<file path="src/sgw_pkg.sv">
package sgw_pkg;
    // protected registers, one aligned word each
    localparam int        PROT_NUM     = 6;
    localparam logic [2:0] IDX_PWR_SAVE = 3'h0;
    localparam logic [2:0] IDX_CPU_CLK  = 3'h1;
    localparam logic [2:0] IDX_WDOG     = 3'h2;
    localparam logic [2:0] IDX_CLK_MON  = 3'h3;
    localparam logic [2:0] IDX_RST_SRC  = 3'h4;
    localparam logic [2:0] IDX_LOW_VOLT = 3'h5;
    localparam logic [7:0] PROT_RST     = 8'h00;
    // other registers
    localparam logic [7:0] OFS_CMD      = 8'h80;
    localparam logic [7:0] OFS_SYS      = 8'h84;
    localparam logic [7:0] OFS_DMA      = 8'h88;
    localparam int        ERR_BIT      = 0;
    localparam int        DMA_EN_BIT   = 0;
    localparam int        TC_BIT       = 7;
    localparam int        STANDBY_BIT  = 1;
    // bus encodings
    localparam logic [2:0] SIZE_BYTE    = 3'h0;
    localparam logic [1:0] HTRANS_NSEQ  = 2'h2;
    localparam logic [1:0] HRESP_OKAY   = 2'h0;
    localparam logic [31:0] RD_ZERO     = 32'h0000_0000;

    // address bits [6:5] of a protected access pick the write form
    typedef enum logic [1:0] {
        OP_STORE,
        OP_SET,
        OP_CLEAR,
        OP_INVERT
    } sgw_op_t;

    typedef enum logic [1:0] {
        ST_IDLE,
        ST_WDATA,
        ST_RWAIT,
        ST_RDONE
    } sgw_state_t;
endpackage : sgw_pkg

</file>
<file path="src/sgw_ahb_port.sv">
`timescale 1ns/1ps
module sgw_ahb_port (
    // clock and reset
    input  wire logic        clk,
    input  wire logic        rst_b,
    // ahb-lite slave
    input  wire logic        hsel,
    input  wire logic [31:0] haddr,
    input  wire logic [1:0]  htrans,
    input  wire logic        hwrite,
    input  wire logic [2:0]  hsize,
    input  wire logic        hready,
    output logic             hreadyout,
    output logic             hresp,
    output logic [31:0]      hrdata,
    // register side
    input  wire logic [31:0] rd_data,
    output logic             wr_stb,
    output logic             rd_stb,
    output logic [7:0]       acc_addr,
    output logic [2:0]       acc_size,
    output logic             acc_lane0
);
    sgw_pkg::sgw_state_t state;
    sgw_pkg::sgw_state_t next_state;
    logic [7:0]  next_addr;
    logic [2:0]  next_size;
    logic        next_ready;
    logic [31:0] next_rdata;
    logic        take;

    // reads get one wait so the data word is a flop and sees the prior write
    assign take      = hsel && hready && (htrans == sgw_pkg::HTRANS_NSEQ);
    assign wr_stb    = (state == sgw_pkg::ST_WDATA);
    assign rd_stb    = (state == sgw_pkg::ST_RWAIT);
    assign acc_lane0 = (acc_addr[1:0] == 2'h0);

    always_comb begin
        next_state = state;
        next_addr  = acc_addr;
        next_size  = acc_size;
        next_ready = 1'b1;
        next_rdata = hrdata;
        case (state)
            sgw_pkg::ST_RWAIT: begin
                next_rdata = rd_data;
                next_state = sgw_pkg::ST_RDONE;
            end
            default: begin
                next_state = sgw_pkg::ST_IDLE;
                if (take) begin
                    next_addr  = haddr[7:0];
                    next_size  = hsize;
                    next_ready = hwrite;
                    next_state = hwrite ? sgw_pkg::ST_WDATA : sgw_pkg::ST_RWAIT;
                end
            end
        endcase
    end

    always_ff @(posedge clk) begin
        if (!rst_b) begin
            state     <= sgw_pkg::ST_IDLE;
            acc_addr  <= 8'h00;
            acc_size  <= 3'h0;
            hreadyout <= 1'b1;
            hresp     <= 1'b0;
            hrdata    <= 32'h0000_0000;
        end else begin
            state     <= next_state;
            acc_addr  <= next_addr;
            acc_size  <= next_size;
            hreadyout <= next_ready;
            hresp     <= sgw_pkg::HRESP_OKAY[0];
            hrdata    <= next_rdata;
        end
    end
endmodule : sgw_ahb_port

</file>
<file path="src/sgw_guard.sv">
// The address map and the AHB-Lite interface to the registers were decided locally.
`timescale 1ns/1ps
// Overview of operation
// - exactly six registers are protected: power, cpu clock, watchdog, clock monitor, reset, voltage
// - protected writes only land via the unlock sequence; breaks are flagged in status
// - unlocking write may be store, bit set, bit clear or bit invert
// - transfer complete clears on read and ignores writes of zero
// - protected registers read freely without any unlock
// - transfer complete sits at bit 7 of dma channel control
// - only a protected write that is the next write after a command write takes effect
// - command register takes byte writes only and reads as zero
// - error on unarmed protected write or armed write to another register
// - error clears on zero write or reset; zero write after command wins
module sgw_guard (
    // clock and reset
    input  wire logic        clk,
    input  wire logic        rst_b,
    // ahb-lite slave
    input  wire logic        hsel,
    input  wire logic [31:0] haddr,
    input  wire logic [1:0]  htrans,
    input  wire logic        hwrite,
    input  wire logic [2:0]  hsize,
    input  wire logic [31:0] hwdata,
    input  wire logic        hready,
    output logic             hreadyout,
    output logic             hresp,
    output logic [31:0]      hrdata,
    // dma channel
    input  wire logic        transfer_done,
    output logic             dma_enable,
    output logic             transfer_complete_flag,
    // guarded system settings
    output logic [7:0]       power_save_control,
    output logic [7:0]       processor_clock_control,
    output logic [7:0]       watchdog_mode,
    output logic [7:0]       clock_monitor_mode,
    output logic [7:0]       reset_source_flags,
    output logic [7:0]       low_voltage_detection_mode,
    output logic             standby_entry_bit,
    output logic             protection_error_flag
);
    logic                   wr_stb;
    logic                   rd_stb;
    logic [7:0]             acc_addr;
    logic [2:0]             acc_size;
    logic                   acc_lane0;
    logic [31:0]            rd_data;
    logic [sgw_pkg::PROT_NUM*8-1:0] prot_flat;
    logic                   armed;
    logic                   next_armed;
    logic                   next_err;
    logic                   prot_wr;
    logic                   next_dma_en;
    logic                   next_tc;
    logic                   is_cmd;
    logic                   is_sys;
    logic                   is_dma;
    logic                   in_prot;
    logic                   is_prot;
    logic                   cmd_byte;
    logic [2:0]             prot_idx;
    sgw_pkg::sgw_op_t       prot_op;
    logic [7:0]             prot_sel;

    sgw_ahb_port u_port (
        .clk       (clk),
        .rst_b     (rst_b),
        .hsel      (hsel),
        .haddr     (haddr),
        .htrans    (htrans),
        .hwrite    (hwrite),
        .hsize     (hsize),
        .hready    (hready),
        .hreadyout (hreadyout),
        .hresp     (hresp),
        .hrdata    (hrdata),
        .rd_data   (rd_data),
        .wr_stb    (wr_stb),
        .rd_stb    (rd_stb),
        .acc_addr  (acc_addr),
        .acc_size  (acc_size),
        .acc_lane0 (acc_lane0)
    );

    sgw_prot_bank #(
        .N (sgw_pkg::PROT_NUM)
    ) u_bank (
        .clk     (clk),
        .rst_b   (rst_b),
        .wr_en   (prot_wr),
        .wr_idx  (prot_idx),
        .wr_op   (prot_op),
        .wr_data (hwdata[7:0]),
        .regs    (prot_flat)
    );

    // decode; only the low address byte is decoded, so the map aliases
    assign is_cmd   = (acc_addr[7:2] == sgw_pkg::OFS_CMD[7:2]);
    assign is_sys   = (acc_addr[7:2] == sgw_pkg::OFS_SYS[7:2]);
    assign is_dma   = (acc_addr[7:2] == sgw_pkg::OFS_DMA[7:2]);
    assign prot_idx = acc_addr[4:2];
    assign prot_op  = sgw_pkg::sgw_op_t'(acc_addr[6:5]);
    assign in_prot  = !acc_addr[7] && (prot_idx < 3'(sgw_pkg::PROT_NUM));
    assign is_prot  = in_prot && acc_lane0;
    assign cmd_byte = is_cmd && (acc_size == sgw_pkg::SIZE_BYTE);
    assign prot_sel = prot_flat[8*prot_idx +: 8];

    assign power_save_control         = prot_flat[8*sgw_pkg::IDX_PWR_SAVE +: 8];
    assign processor_clock_control    = prot_flat[8*sgw_pkg::IDX_CPU_CLK +: 8];
    assign watchdog_mode              = prot_flat[8*sgw_pkg::IDX_WDOG +: 8];
    assign clock_monitor_mode         = prot_flat[8*sgw_pkg::IDX_CLK_MON +: 8];
    assign reset_source_flags         = prot_flat[8*sgw_pkg::IDX_RST_SRC +: 8];
    assign low_voltage_detection_mode = prot_flat[8*sgw_pkg::IDX_LOW_VOLT +: 8];
    assign standby_entry_bit          = power_save_control[sgw_pkg::STANDBY_BIT];

    // guard: reads never disturb the armed state, so a load may sit between
    always_comb begin
        next_armed = armed;
        next_err   = protection_error_flag;
        prot_wr    = 1'b0;
        if (wr_stb) begin
            next_armed = 1'b0;
            if (cmd_byte) begin
                next_armed = 1'b1;
                if (armed) begin
                    next_err = 1'b1;
                end
            end else if (is_prot) begin
                if (armed) begin
                    prot_wr = 1'b1;
                end else begin
                    next_err = 1'b1;
                end
            end else if (is_sys && acc_lane0 && !hwdata[sgw_pkg::ERR_BIT]) begin
                next_err = 1'b0;
            end else if (armed) begin
                next_err = 1'b1;
            end
        end
    end

    // dma channel control; completion wins over a read-clear in the same cycle
    always_comb begin
        next_dma_en = dma_enable;
        next_tc     = transfer_complete_flag;
        if (wr_stb && is_dma && acc_lane0) begin
            next_dma_en = hwdata[sgw_pkg::DMA_EN_BIT];
        end
        if (rd_stb && is_dma) begin
            next_tc = 1'b0;
        end
        if (transfer_done) begin
            next_tc     = 1'b1;
            next_dma_en = 1'b0;
        end
    end

    // read mux; command register has no readable state
    always_comb begin
        rd_data = sgw_pkg::RD_ZERO;
        if (in_prot) begin
            rd_data[7:0] = prot_sel;
        end else if (is_sys) begin
            rd_data[sgw_pkg::ERR_BIT] = protection_error_flag;
        end else if (is_dma) begin
            rd_data[sgw_pkg::TC_BIT]     = transfer_complete_flag;
            rd_data[sgw_pkg::DMA_EN_BIT] = dma_enable;
        end
    end

    always_ff @(posedge clk) begin
        if (!rst_b) begin
            armed                  <= 1'b0;
            protection_error_flag  <= 1'b0;
            dma_enable             <= 1'b0;
            transfer_complete_flag <= 1'b0;
        end else begin
            armed                  <= next_armed;
            protection_error_flag  <= next_err;
            dma_enable             <= next_dma_en;
            transfer_complete_flag <= next_tc;
        end
    end

    // checks
    logic [2:0] h_idx;
    logic [7:0] h_view;
    always_ff @(posedge clk) begin
        if (!rst_b) begin
            h_idx <= 3'h0;
        end else if (wr_stb) begin
            h_idx <= prot_idx;
        end
    end
    assign h_view = prot_flat[8*h_idx +: 8];
endmodule : sgw_guard

</file>
<file path="src/sgw_prot_bank.sv">
`timescale 1ns/1ps
module sgw_prot_bank #(
    parameter int N = 6
) (
    // clock and reset
    input  wire logic           clk,
    input  wire logic           rst_b,
    // accepted write
    input  wire logic           wr_en,
    input  wire logic [2:0]     wr_idx,
    input  wire sgw_pkg::sgw_op_t wr_op,
    input  wire logic [7:0]     wr_data,
    // register contents
    output logic [N*8-1:0]      regs
);
    logic [N*8-1:0] next_regs;

    always_comb begin
        next_regs = regs;
        for (int i = 0; i < N; i++) begin
            if (wr_en && (wr_idx == 3'(i))) begin
                case (wr_op)
                    sgw_pkg::OP_SET:    next_regs[i*8 +: 8] = regs[i*8 +: 8] | wr_data;
                    sgw_pkg::OP_CLEAR:  next_regs[i*8 +: 8] = regs[i*8 +: 8] & ~wr_data;
                    sgw_pkg::OP_INVERT: next_regs[i*8 +: 8] = regs[i*8 +: 8] ^ wr_data;
                    default:            next_regs[i*8 +: 8] = wr_data;
                endcase
            end
        end
    end

    always_ff @(posedge clk) begin
        if (!rst_b) begin
            regs <= {N{sgw_pkg::PROT_RST}};
        end else begin
            regs <= next_regs;
        end
    end
endmodule : sgw_prot_bank

</file>
<file path="config.mk">
export PLATFORM = sky130hd
export DESIGN_NAME = sgw_guard
export DESIGN_NICKNAME = d
export VERILOG_FILES = /design/src/sgw_pkg.sv /design/src/sgw_ahb_port.sv /design/src/sgw_guard.sv /design/src/sgw_prot_bank.sv
export SDC_FILE = /design/constraint.sdc
export NUM_CORES = 1
export LEC_CHECK = 0
export BUFFER_PORTS_ARGS = -buffer_cell sky130_fd_sc_hd__buf_2
export CORE_MARGIN = 8
export CORE_UTILIZATION = 45
export CTS_CLUSTER_SIZE = 30
export DETAILED_ROUTE_END_ITERATION = 6
export HOLD_SLACK_MARGIN = 0.08
export PLACE_DENSITY = 0.7
export SETUP_SLACK_MARGIN = 0.4
export SLEW_MARGIN = 10
export SYNTH_ARGS = -nofsm -noshare
export SYNTH_HDL_FRONTEND = slang
export SYNTH_SLANG_ARGS = --single-unit
</file>
<file path="constraint.sdc">
create_clock -name clk -period 2.8 [get_ports clk]
set_clock_uncertainty 0.2 [all_clocks]
set_input_delay 0.56 -clock clk [delete_from_list [all_inputs] [get_ports clk]]
set_output_delay 0.56 -clock clk [all_outputs]
set_load 0.01 [all_outputs]
</file>
==> run metrics <==
CP delay by family, top=simple AND/OR/NAND/NOR gates; worst r2r src=u_port.acc_addr[0]; worst-path fanout max=16; mapped cell area=6000 µm²; # rows=42; part of the Yosys area used for sequential elements=24.7%; Core Box Area=13100 µm²; Design Power=2420 µW; Slew headroom=51.8%; Final Hold Vio Count=0; post-layout minimum cycle time=2.17 ns; CTS tree=done; ys flop type=dfxtp_1; vias in the first global route=5081; clk buf depth=2; insertion delay to the later sink of the worst-skew pair=0.34 ns; critical path class=reg -> reg; die width=132 µm; Avg Cell Area, Syn=9.32 µm²; drt via density=5.51; initial antenna violation count=0; Iteration-0 DRC Markers=299; R2R setup slack=0.63 ns; largest net degree at the start of global routing=59; Tcrit/Tclk final=77.5%; Nets=889; Antenna diodes=0; DRT Wirelength=15900 µm; first-pass GRT wire length=26000 µm; fmax=461 MHz; number of hold buffers added after CTS=0; CP endpoint kind=flip-flop; cells after synthesis=644; I/O Buffers=87; most common cell after layout, fill and taps aside=inv_1; P_leak=0.00296 µW; final setup vio count=0; hold-critical path depth=2; Overflow after GRT=0; Ports=161; r2r worst-path depth=5; Num CTS Buffers=9; commonest cells after routing, fill and taps aside=102 x inv_1, 96 x ha_1, 87 x buf_2; number of nets with antenna violations after routing=0; Worst EP arrival=2.16 ns; post-route cell area=6820 µm²; status=finished clean; CP max stage cell=or4b_4; Worst path max stage delay=0.57 ns; # clock sinks=74; CP Launch Type=flip-flop; GP Congestion=0.856; distinct cell type count after synthesis=40; Max Slew Vio Count=0; Die Span Y=132 µm; via count=4957; CP Buf/Inv Count=1; number of synthesized flops with an enable pin=0; Worst EP required=2.79 ns; # fillers=1216; total negative slack=0 ns; max-cap viol count=0; H-tree depth=3; cell-by-cell trace of the critical path=or4b_4, or4_1, buf_4, nor2_1, a211oi_2; ys async rst share=0%; Starting Density=45.7%; Slew @ Worst Pin=0.723 ns; Yosys reg bits=74; Setup Fix Bufs, Post-CTS=0; yosys synthesis warning count=0; Hold Startpoint=transfer_done; Post-DP Area=6560 µm²; hold crit path type=in -> reg; Hold Path End=dma_enable; RSZ-0062 raised after global routing=no; Root Buffer=clkbuf_16; count of TritonRoute iterations in the first routing pass=6; Cell Pwr Density=355 nW/µm²; post_cts resized=0; Max IR drop VDD=272 µV; DRC violations left=0; layout overhead on the synthesized area=13.6%; layout cells sized above 1=24.6%; area of the die=17300 µm²; total track usage=18.4%; reg-to-reg endpoint=u_bank.regs[35]; average wire per standard cell=17.7 µm; Post-DP HPWL=11600 µm; clk slew on worst S/H paths=0.05 ns; Hold Slack=0.209 ns
-- power breakdown --
group / internal, µW / total (µW) / switching (µW)
registers: 1060 / 1070 / 9.07
logic: 118 / 283 / 165
clock network: 621 / 1070 / 450
-- flip-flops by register name (all words and copies together), names as in the netlist --
| name | count |
|---|---|
| u_port.hreadyout | 1 |
| transfer_complete_flag | 1 |
| u_port.acc_size | 3 |
| armed | 1 |
| u_port.acc_addr | 8 |
| dma_enable | 1 |
| u_port.hrdata | 8 |
| u_port.state | 2 |
| protection_error_flag | 1 |
| u_bank.regs | 48 |
-- per-layer routing --
metal | share of wire [%] | routed length (µm) | global-route usage, % | up-vias
met5 | 0 | 0 | 0 | -
met4 | 3.2 | 511 | 9.70 | 0
met3 | 6.3 | 999 | 4.27 | 34
met2 | 49 | 7720 | 30.0 | 159
met1 | 42 | 6640 | 22.1 | 2428
li1 | - | - | - | 2336
-- cells by family after synthesis --
group	after synthesis	share of synthesized area, %
buffers and inverters	169	12.6
and+or+nand+nor	125	9.34
AOI/OAI and AO/OA	118	13.4
adders and majority gates	96	20.0
DFF	74	24.7
muxes	60	19.8
other	1	0.0625
xor gates and xnor gates	1	0.146
-- layout make-up --
type	count	area [µm²]	area share, %
clock buffer	13	250	3.67
sequential	74	1480	21.8
tap	176	220	3.23
timing repair buffer	105	608	8.91
inverter	103	387	5.67
clock inverter	3	15.0	0.220
multi-input combinational	425	3860	56.5
-- worst max path at each step --
stage                       start          endpoint  slack [ns]  cells after the start
2_1_floorplan  u_port.acc_addr[0]   u_bank.regs[37]        0.68                      6
3_3_place_gp            hwdata[0]   u_bank.regs[32]        0.40                      6
3_5_place_dp            hwdata[0]   u_bank.regs[16]        0.34                      6
4_1_cts        u_port.acc_addr[2]  u_port.hrdata[3]        0.62                      4
5_1_grt        u_port.acc_addr[2]  u_port.hrdata[3]        0.52                      4
6_report       u_port.acc_addr[0]   u_bank.regs[35]        0.63                      5
-- cells in the mapped netlist (2+ instances only) --
cell	instances	area (µm²)
mux4_2	47	1060
a32oi_1	5	43.8
a211oi_1	41	308
nor2_1	68	255
clkbuf_1	20	75.1
inv_1	103	387
buf_2	13	65.1
buf_1	6	22.5
nor2b_1	5	31.3
ha_1	96	1200
dfxtp_1	74	1480
a221oi_1	2	17.5
nand3_1	4	20.0
nand2b_1	3	18.8
nor4b_1	2	17.5
mux2i_1	13	130
a311oi_1	2	17.5
a211oi_2	8	100
nand4_1	5	31.3
a21oi_1	23	115
o21ai_0	32	160
nand2_1	25	93.8
buf_4	26	195
nor3_1	5	25.0
-- worst register-to-register path: cells and delay by family (launching register included) --
kind	cells	cell delay, ns
buf+inv	1	0.23
simple gates	3	1.20
compound gates	1	0.06
flops	1	0.34
-- through the flow --
| step | util [%] | worst slack, ns | std cells |
|---|---|---|---|
| 2_1_floorplan | - | 0.682 | 668 |
| 3_3_place_gp | 49.9 | 0.402 | 883 |
| 3_5_place_dp | 49.9 | 0.339 | 883 |
| 4_1_cts | 51.9 | 0.623 | 899 |
| 5_1_grt | 51.9 | 0.519 | 899 |
| 6_report | 51.9 | 0.631 | 899 |
Power figures use the tool's default switching activity.
